[config.mk]
export PLATFORM = sky130hd
export DESIGN_NAME = prbc_top
export DESIGN_NICKNAME = d
export VERILOG_FILES = /design/src/rtl/prbc_pkg.sv /design/src/rtl/prbc_bit_if.sv /design/src/rtl/prbc_front.sv /design/src/rtl/prbc_lfsr.sv /design/src/rtl/prbc_top.sv
export VERILOG_INCLUDE_DIRS = /design/src /design/src/rtl
export SDC_FILE = /design/constraint.sdc
export NUM_CORES = 1
export LEC_CHECK = 0
export ABC_CLOCK_PERIOD_IN_PS = 8400
export BUFFER_PORTS_ARGS = -buffer_cell sky130_fd_sc_hd__buf_4
export CORE_ASPECT_RATIO = 0.7
export CORE_MARGIN = 10
export CORE_UTILIZATION = 35
export CTS_BUF_LIST = sky130_fd_sc_hd__clkbuf_16
export CTS_CLUSTER_SIZE = 24
export DETAILED_ROUTE_END_ITERATION = 7
export PLACE_DENSITY = 0.63
export SLEW_MARGIN = 0
export SYNTH_ARGS = -nofsm -noshare
export SYNTH_HDL_FRONTEND = slang
export SYNTH_SLANG_ARGS = --single-unit
[constraint.sdc]
create_clock -name pclk -period 8.4 [get_ports pclk]
set_input_delay 1.26 -clock pclk [delete_from_list [all_inputs] [get_ports pclk]]
set_output_delay 1.26 -clock pclk [all_outputs]
set_load 0.05 [all_outputs]
[src/rtl/prbc_map.svh]
/*
 Constants for the bit error rate checker: register offsets, field
 positions, reset values and counts.
 Assumes inclusion by bare name from prbc_top and tb_top.
*/
`ifndef PRBC_MAP_SVH
`define PRBC_MAP_SVH

// ---------------------------------------------------------------------
// Register offsets (byte addresses)
// ---------------------------------------------------------------------
`define PRBC_OFF_CTRL    12'h000
`define PRBC_OFF_CFG     12'h004
`define PRBC_OFF_DLIM    12'h008
`define PRBC_OFF_ELIM    12'h00c
`define PRBC_OFF_STAT    12'h010
`define PRBC_OFF_DCNT    12'h014
`define PRBC_OFF_ECNT    12'h018
`define PRBC_OFF_IRQST   12'h01c
`define PRBC_OFF_IRQMSK  12'h020

// ---------------------------------------------------------------------
// Field positions
// ---------------------------------------------------------------------
`define PRBC_CTRL_START  0
`define PRBC_CTRL_STOP   1
`define PRBC_CFG_FALL    0
`define PRBC_CFG_INV     1
`define PRBC_CFG_MASK_LO 2
`define PRBC_CFG_REST    4
`define PRBC_CFG_TYPE_LO 8
`define PRBC_ST_RUN      0
`define PRBC_ST_TERM     1
`define PRBC_ST_CLKSEEN  2
`define PRBC_ST_SYNC     3
`define PRBC_IRQ_TERM    0
`define PRBC_IRQ_RESYNC  1

// ---------------------------------------------------------------------
// Reset values and counts
// ---------------------------------------------------------------------
`define PRBC_RST_DLIM    32'h0000_2710
`define PRBC_RST_ELIM    32'h0000_0064
`define PRBC_SEED_BITS   5'h18
`define PRBC_LOCK_WIN    8'h40
`define PRBC_LOCK_ERRS   8'h10
`define PRBC_LIM_MAX     32'hffff_fffe

`endif

[src/rtl/prbc_pkg.sv]
/*
 Types shared by the bit error rate checker modules.
 Assumes prbc_map.svh sits beside it.
*/
package prbc_pkg;
   typedef enum logic [1:0] {
      PRBC_MASK_OFF,
      PRBC_MASK_HIGH,
      PRBC_MASK_LOW
   } prbc_mask_t;

   typedef enum logic [2:0] {
      PRBC_P9, PRBC_P11, PRBC_P15, PRBC_P16,
      PRBC_P20, PRBC_P21, PRBC_P23
   } prbc_type_t;
endpackage

[src/rtl/prbc_bit_if.sv]
/*
 Interface carrying sampled bits from the front end to the core.
 Assumes a single pclk domain on both sides.
*/
`timescale 1ns/1ns
interface prbc_bit_if;
   logic bit_stb;
   logic bit_val;
   logic bit_ena;
   logic edge_seen;
   modport src (output bit_stb, output bit_val, output bit_ena,
                output edge_seen);
   modport dst (input bit_stb, input bit_val, input bit_ena,
                input edge_seen);
endinterface

[src/rtl/prbc_front.sv]
/*
 Front end: synchronises DUT clock, data and data-enable pins, finds the
 selected clock edge and emits one strobe per received bit.
 Assumes the DUT clock is slower than a quarter of pclk.
*/
`timescale 1ns/1ns
module prbc_front
   import prbc_pkg::*;
(
   // Clock and reset
   input  wire logic pclk,
   input  wire logic presetn,
   input  wire logic ce,
   // Pins
   input  wire logic dut_clk,
   input  wire logic dut_data,
   input  wire logic dut_den,
   // Configuration
   input  wire logic cfg_fall,
   input  wire logic cfg_inv,
   // Bits out
   prbc_bit_if.src   bo
);
   typedef struct packed {
      logic [1:0] sc;
      logic [1:0] sd;
      logic [1:0] se;
      logic       clk_d;
      logic       stb;
      logic       val;
      logic       ena;
      logic       edg;
   } prbc_front_st_t;

   prbc_front_st_t s_q, s_d;
   logic rise, fall;

   always_comb begin
      s_d = s_q;
      // Second stage only feeds logic
      s_d.sc = {s_q.sc[0], dut_clk};
      s_d.sd = {s_q.sd[0], dut_data};
      s_d.se = {s_q.se[0], dut_den};
      s_d.clk_d = s_q.sc[1];
      rise = s_q.sc[1] & ~s_q.clk_d;
      fall = ~s_q.sc[1] & s_q.clk_d;
      s_d.edg = rise | fall;
      s_d.stb = cfg_fall ? fall : rise;
      s_d.val = s_q.sd[1] ^ cfg_inv;
      s_d.ena = s_q.se[1];
   end

   always_ff @(posedge pclk or negedge presetn) begin
      if (!presetn) begin
         s_q <= '0;
      end else if (ce) begin
         s_q <= s_d;
      end
   end

   assign bo.bit_stb   = s_q.stb & ce;
   assign bo.bit_val   = s_q.val;
   assign bo.bit_ena   = s_q.ena;
   assign bo.edge_seen = s_q.edg & ce;
endmodule

[src/rtl/prbc_lfsr.sv]
/*
 Local PRBS generator. Loads shifted-in bits while seeding and free runs
 afterwards, predicting the next received bit.
 Assumes one advance per bit strobe.
*/
`timescale 1ns/1ns
module prbc_lfsr
   import prbc_pkg::*;
(
   // Clock and reset
   input  wire logic       pclk,
   input  wire logic       presetn,
   input  wire logic       ce,
   // Control
   input  wire prbc_type_t ptype,
   input  wire logic       adv,
   input  wire logic       load,
   input  wire logic       din,
   // Prediction
   output logic            pred
);
   logic [22:0] sr_q, sr_d;

   function automatic logic tap(input prbc_type_t t,
                                input logic [22:0] s);
      case (t)
         PRBC_P9:  tap = s[8] ^ s[4];
         PRBC_P11: tap = s[10] ^ s[8];
         PRBC_P15: tap = s[14] ^ s[13];
         PRBC_P16: tap = s[15] ^ s[14] ^ s[12] ^ s[3];
         PRBC_P20: tap = s[19] ^ s[2];
         PRBC_P21: tap = s[20] ^ s[18];
         PRBC_P23: tap = s[22] ^ s[17];
         default:  tap = s[8] ^ s[4];
      endcase
   endfunction

   always_comb begin
      pred = tap(ptype, sr_q);
      sr_d = sr_q;
      if (adv) begin
         sr_d = {sr_q[21:0], load ? din : pred};
      end
   end

   always_ff @(posedge pclk or negedge presetn) begin
      if (!presetn) begin
         sr_q <= '0;
      end else if (ce) begin
         sr_q <= sr_d;
      end
   end
endmodule

[src/rtl/prbc_top.sv]
/*
 Bit error rate checker top: APB registers, seeding, compare, counters,
 stop conditions, resynchronisation and interrupt.
 Assumes an APB master on pclk and a DUT driving clock, data and enable
 pins asynchronously to pclk.
*/
// The implementer's own choices: the address map and the APB slave port.
// Behaviour
// - The checker works with DUT bit clocks from about 100 Hz to 20 MHz.
// - Data are sampled on the chosen clock edge with chosen polarity.
// - The first 24 bits seed the local generator, then compare starts.
// - Every compared bit is counted, and every mismatch separately.
// - Error and data counts stay readable when a test ends.
// - Failed lock clears the sync flag and restarts the measurement.
// - The test ends when the data count reaches its limit.
// - The test ends when the error count reaches its own limit.
// - A stop request ends a running test at once.
// - Reset restores the documented default configuration.
// - Terminated and clock-seen flags report stop and clock activity.
`timescale 1ns/1ns
`include "prbc_map.svh"
module prbc_top
   import prbc_pkg::*;
(
   // Clock, reset, enable
   input  wire logic        pclk,
   input  wire logic        presetn,
   input  wire logic        ce,
   // APB slave
   input  wire logic        psel,
   input  wire logic        penable,
   input  wire logic        pwrite,
   input  wire logic [11:0] paddr,
   input  wire logic [31:0] pwdata,
   output logic      [31:0] prdata,
   output logic             pready,
   output logic             pslverr,
   // DUT pins
   input  wire logic        dut_clk,
   input  wire logic        dut_data,
   input  wire logic        dut_den,
   // Interrupt
   output logic             irq
);
   typedef enum logic [1:0] {ST_IDLE, ST_SEED, ST_RUN, ST_DONE} prbc_st_t;

   typedef struct packed {
      prbc_st_t    st;
      logic        fall;
      logic        inv;
      prbc_mask_t  mask;
      logic        rest_ext;
      prbc_type_t  ptype;
      logic [31:0] dlim;
      logic [31:0] elim;
      logic [31:0] dcnt;
      logic [31:0] ecnt;
      logic [4:0]  seed;
      logic [7:0]  win;
      logic [7:0]  werr;
      logic        term;
      logic        clk_seen;
      logic        sync;
      logic [1:0]  irq_st;
      logic [1:0]  irq_msk;
      logic [31:0] rdata;
   } prbc_top_st_t;

   prbc_top_st_t s_q, s_d;
   prbc_bit_if   bi ();
   logic         pred, counted, mism, wr, rd;
   logic         adv, load;
   logic [1:0]   ev;

   function automatic logic hit(input logic [11:0] a,
                                input logic [11:0] off);
      hit = (a == off);
   endfunction

   // -------------------------------------------------------------------
   // Front end and generator
   // -------------------------------------------------------------------
   prbc_front u_front (
      .pclk     (pclk),
      .presetn  (presetn),
      .ce       (ce),
      .dut_clk  (dut_clk),
      .dut_data (dut_data),
      .dut_den  (dut_den),
      .cfg_fall (s_q.fall),
      .cfg_inv  (s_q.inv),
      .bo       (bi.src)
   );

   prbc_lfsr u_lfsr (
      .pclk    (pclk),
      .presetn (presetn),
      .ce      (ce),
      .ptype   (s_q.ptype),
      .adv     (adv),
      .load    (load),
      .din     (bi.bit_val),
      .pred    (pred)
   );

   // -------------------------------------------------------------------
   // Core logic
   // -------------------------------------------------------------------
   assign wr = psel & penable & pwrite;
   assign rd = psel & ~penable & ~pwrite;
   assign counted = bi.bit_stb &&
      (s_q.mask == PRBC_MASK_OFF ||
       (s_q.mask == PRBC_MASK_HIGH && bi.bit_ena) ||
       (s_q.mask == PRBC_MASK_LOW && !bi.bit_ena));
   assign adv  = counted && (s_q.st == ST_SEED || s_q.st == ST_RUN);
   assign load = (s_q.st == ST_SEED);
   assign mism = bi.bit_val != pred;

   always_comb begin
      s_d = s_q;
      ev = 2'b00;
      if (bi.edge_seen && s_q.st != ST_IDLE) begin
         s_d.clk_seen = 1'b1;
      end
      case (s_q.st)
         ST_IDLE: ;
         ST_SEED: begin
            if (counted) begin
               s_d.seed = s_q.seed + 5'h01;
               if (s_q.seed == `PRBC_SEED_BITS - 5'h01) begin
                  s_d.st = ST_RUN;
                  s_d.sync = 1'b1;
                  s_d.win = '0;
                  s_d.werr = '0;
               end
            end
         end
         ST_RUN: begin
            if (counted) begin
               s_d.dcnt = s_q.dcnt + 32'h1;
               if (mism) begin
                  s_d.ecnt = s_q.ecnt + 32'h1;
               end
               if (s_q.win != `PRBC_LOCK_WIN) begin
                  s_d.win = s_q.win + 8'h01;
                  s_d.werr = s_q.werr + {7'h0, mism};
               end
               if (s_q.win != `PRBC_LOCK_WIN &&
                   s_q.werr + {7'h0, mism} >= `PRBC_LOCK_ERRS) begin
                  // Lock lost early: restart from seeding
                  s_d.sync = 1'b0;
                  s_d.st = ST_SEED;
                  s_d.seed = '0;
                  s_d.dcnt = '0;
                  s_d.ecnt = '0;
                  ev[`PRBC_IRQ_RESYNC] = 1'b1;
               end else if (s_d.dcnt >= s_q.dlim ||
                            s_d.ecnt >= s_q.elim) begin
                  s_d.st = ST_DONE;
                  s_d.term = 1'b1;
                  ev[`PRBC_IRQ_TERM] = 1'b1;
               end
            end
         end
         ST_DONE: ;
         default: s_d.st = ST_IDLE;
      endcase
      // Register writes; hardware sets win over IRQST write-one clears
      if (wr) begin
         if (hit(paddr, `PRBC_OFF_CTRL)) begin
            if (pwdata[`PRBC_CTRL_STOP] && s_q.st != ST_IDLE &&
                s_q.st != ST_DONE) begin
               s_d.st = ST_DONE;
               s_d.term = 1'b1;
               ev[`PRBC_IRQ_TERM] = 1'b1;
            end else if (pwdata[`PRBC_CTRL_START]) begin
               s_d.st = ST_SEED;
               s_d.seed = '0;
               s_d.dcnt = '0;
               s_d.ecnt = '0;
               s_d.term = 1'b0;
               s_d.clk_seen = 1'b0;
               s_d.sync = 1'b0;
            end
         end
         if (hit(paddr, `PRBC_OFF_CFG)) begin
            s_d.fall = pwdata[`PRBC_CFG_FALL];
            s_d.inv  = pwdata[`PRBC_CFG_INV];
            s_d.mask = prbc_mask_t'(pwdata[`PRBC_CFG_MASK_LO +: 2]);
            s_d.rest_ext = pwdata[`PRBC_CFG_REST];
            s_d.ptype = prbc_type_t'(pwdata[`PRBC_CFG_TYPE_LO +: 3]);
         end
         if (hit(paddr, `PRBC_OFF_DLIM) && pwdata != 32'h0 &&
             pwdata <= `PRBC_LIM_MAX) begin
            s_d.dlim = pwdata;
         end
         if (hit(paddr, `PRBC_OFF_ELIM) && pwdata != 32'h0 &&
             pwdata <= `PRBC_LIM_MAX) begin
            s_d.elim = pwdata;
         end
         if (hit(paddr, `PRBC_OFF_IRQST)) begin
            s_d.irq_st = s_q.irq_st & ~pwdata[1:0];
         end
         if (hit(paddr, `PRBC_OFF_IRQMSK)) begin
            s_d.irq_msk = pwdata[1:0];
         end
      end
      s_d.irq_st = s_d.irq_st | ev;
      // Read data captured in setup so the access phase takes no wait
      if (rd) begin
         case (paddr)
            `PRBC_OFF_CFG: s_d.rdata = {21'h0, s_q.ptype, 3'h0,
               s_q.rest_ext, s_q.mask, s_q.inv, s_q.fall};
            `PRBC_OFF_DLIM:   s_d.rdata = s_q.dlim;
            `PRBC_OFF_ELIM:   s_d.rdata = s_q.elim;
            `PRBC_OFF_STAT:   s_d.rdata = {28'h0, s_q.sync,
               s_q.clk_seen, s_q.term,
               (s_q.st == ST_SEED || s_q.st == ST_RUN)};
            `PRBC_OFF_DCNT:   s_d.rdata = s_q.dcnt;
            `PRBC_OFF_ECNT:   s_d.rdata = s_q.ecnt;
            `PRBC_OFF_IRQST:  s_d.rdata = {30'h0, s_q.irq_st};
            `PRBC_OFF_IRQMSK: s_d.rdata = {30'h0, s_q.irq_msk};
            default:          s_d.rdata = 32'h0;
         endcase
      end
   end

   always_ff @(posedge pclk or negedge presetn) begin
      if (!presetn) begin
         s_q       <= '0;
         s_q.st    <= ST_IDLE;
         s_q.mask  <= PRBC_MASK_OFF;
         s_q.ptype <= PRBC_P9;
         s_q.dlim  <= `PRBC_RST_DLIM;
         s_q.elim  <= `PRBC_RST_ELIM;
      end else if (ce) begin
         s_q <= s_d;
      end
   end

   // -------------------------------------------------------------------
   // Outputs
   // -------------------------------------------------------------------
   assign prdata  = s_q.rdata;
   assign pready  = 1'b1;
   assign pslverr = 1'b0;
   assign irq     = |(s_q.irq_st & s_q.irq_msk);
endmodule

==> impl_metrics.tcl <==
set metrics [dict create \
    status "finished clean" \
    routed_wl_um 39800 \
    synth_top_area_share_pct 40.3 \
    cts_setup_buffers 0 \
    yosys.area.top_type "dfrtp_1" \
    port-buffer-count 85 \
    cp.required_ps 8870 \
    n_fill_cell 3819 \
    num_io_pins 88 \
    setup_viol 0 \
    synth_edf_count 0 \
    critical_path_class "reg2reg" \
    num_rows 60 \
    arrival_ps 5790 \
    start_util_pct 35.8 \
    switchingPower_mw 1.01 \
    gp_congestion 0.870 \
    grt_max_degree 137 \
    p_clk_share_pct 37.1 \
    slew_violations 0 \
    min_period_ps 5320 \
    layout-drive-gt1-share_pct 18.1 \
    combPwrFrac_pct 22.2 \
    tns_ps 0 \
    postRouteAntennaNets 0 \
    start_kind "register" \
    drcViolationCount 0 \
    synth_cell_type_count 72 \
    worst_hold_slack_ps 483 \
    area_growth_pct 12.5 \
    leakagePower_nw 6.90 \
    synth-main-ff-cell "dfrtp_1" \
    finalHoldViolations 0 \
    overflow 0 \
    htreeDepth 1 \
    skew_ps 21.4 \
    ys_seq_area_share_pct 41.9 \
    synth_area_um2 13900 \
    max_stage_delay_ps 650 \
    grt_pass1_wl_um 63500 \
    avgSynthCellArea_um2 9.65 \
    cts-hold-fix-buffers 0 \
    worst_setup_path_end_kind "register" \
    worstPathMaxFanout 17 \
    swShare_pct 32.1 \
    multiInputGateArea_um2 7180 \
    rsz0062_at_grt "no" \
    worstMarginPinSlew_ps 1030 \
    path_cells "and3_1, o21ai_1, o21ai_1, o31ai_2, nand2_2, ha_1, ha_1, and3_1, or2_2, a211oi_1, o21ai_0, a21oi_1, and2_1, buf_4, nand4_1, o21ai_0" \
    post-route-period-util_pct 63.3 \
    ff_latch_area_um2 5820 \
    ys_top_cells_by_area "dfrtp_1 (40%), mux2_2 (7.9%), ha_1 (6.9%)" \
    fin_cells 2007 \
    powerDensity_nw_per_um2 201 \
    ys_warn_count 0 \
    nets 1592 \
    diodes 0 \
    viasPerCell 5.61 \
    rrSetupSlack_ps 3080 \
    die_w_um 258 \
    cts_buffer_depth 3 \
    p_int_mw 2.13 \
    core_um2 38800 \
    syn_nets 1570 \
    cts_buffers 26 \
    syn-instance-count 1440 \
    grt_usage_pct 16.2 \
    cp_slowest_cell "and2_1" \
    worstHoldPathType "reg2reg" \
    die_area_um2 48200 \
    drv_cap 0 \
    placed_cells 1961 \
    cts_root_buf "clkbuf_16" \
    dr.pass1.iters 6 \
    synthArstFlopShare_pct 100 \
    clk_pin_slew_ps 60 \
    antenna_found_initial 0 \
    drt-wirelength-per-cell_um 19.8 \
    relSlewSlack_pct 31.2 \
    ir_drop_mv 0.142 \
    first_iter_violations 997 \
    dp_hpwl_um 28700 \
    clkLatencyLatePin_ps 560 \
    p_seq_share_pct 40.7 \
    timing.fmax_ghz 0.188 \
    grt_pass1_vias 11111 \
    cts_tree "yes" \
    vias 11250 \
    fp.dieH_um 187 \
    ys_ff_latch 232 \
    clock_sinks 232 \
    cts_resized 0 \
]
-- synth_stat cells (43+ instances only) --
cell / n
a22oi_1: 58
a31oi_1: 49
mux2_2: 97
a21oi_1: 43
xnor2_1: 49
ha_1: 77
dfrtp_1: 224
o21ai_0: 99
nor2_1: 89
clkbuf_1: 49
nand2_1: 98
inv_1: 92
-- area by class of cell --
type	instances	share of cell area [%]
multi-input cells	1007	45.9
flip-flops and latches	232	37.2
repair buffers	103	4.99
well taps	527	4.22
clock buffers	26	4.16
inverters	92	2.21
clock inverters	20	1.30
-- per-stage QoR --
step / util [%] / cell area (um2) / total power, mW / setup WS [ps]
detailed placement: 38.1 / 14800 / 1.99 / 3230
CTS: 40.3 / 15600 / 3.17 / 3230
floorplan: - / 13900 / 1.79 / 4360
global route: 40.3 / 15600 / 3.30 / 2670
finish: 40.3 / 15600 / 3.14 / 3080
global placement: 38.1 / 14800 / 1.98 / 3490
-- kinds of logic (layout without fill, tap and decap cells) --
| logic type | after synthesis | after routing | share of synthesized area, % |
|---|---|---|---|
| DFF | 232 | 232 | 41.9 |
| muxes | 103 | 103 | 8.31 |
| adders and majority gates | 77 | 77 | 6.93 |
| AOI/OAI and AO/OA | 373 | 373 | 17.8 |
| buffers and inverters | 201 | 241 | 6.64 |
| xor gates and xnor gates | 69 | 69 | 4.35 |
| and+or+nand+nor | 383 | 383 | 14.1 |
| other | 2 | 2 | 0.0540 |
-- worst max-delay path, delay by kind of cell (launching register included) --
kind                       cells  cell delay [ps]
buffers and inverters          1              370
DFF                            1              470
and+or+nand+nor                6             1800
AOI/OAI and AO/OA              7             2050
adders and majority gates      2              550
-- placed cells by master, fill, tap and decap left out, types with 22 or more instances in the layout --
cell type,count
clkbuf_16,26
nand3_1,36
a31oi_1,49
a21oi_1,43
nand2_1,98
inv_1,95
and3_1,23
ha_1,77
nor2_1,85
a22o_1,23
dfrtp_1,224
o21ai_0,99
nor4_1,22
nand4_1,32
buf_4,102
mux2_2,97
a22oi_1,58
xnor2_1,49
-- final timing paths --
kind	to	cells past startpoint	startpoint
max	s_q[87]	16	s_q[188]
min	u_front.s_d[4]	2	u_front.s_d[10]
max reg2reg	s_q[87]	16	s_q[188]
min reg2reg	u_front.s_d[4]	2	u_front.s_d[10]
max in group asynchronous	s_q[103]	2	presetn
min in group asynchronous	prdata[8]	1	presetn
-- sequential cells by signal (all words and copies together), names as in the netlist --
signal,cells
prdata,32
u_front.bo.bit_val,1
s_q,166
u_front.bo.bit_ena,1
u_lfsr.sr_q,23
u_front.s_d,5
u_front.s_q,4
-- power groups by stage --
stage                     Sequential [mW]  Clock (mW)  Combinational [mW]
final                                1.28        1.17               0.697
after global routing                 1.29        1.24               0.769
after CTS                            1.28        1.19               0.697
after detailed placement             1.30           0               0.693
after global placement               1.30           0               0.680
after floorplan                      1.27           0               0.519
-- metal layers --
metal | global-route usage, % | up-vias | wire [um]
li1 | - | 5263 | -
met1 | 23.9 | 5602 | 19000
met2 | 24.0 | 337 | 17200
met3 | 3.30 | 48 | 2980
met4 | 3.07 | 0 | 638
met5 | 0 | - | 0
(Power assumes the default switching activity.)
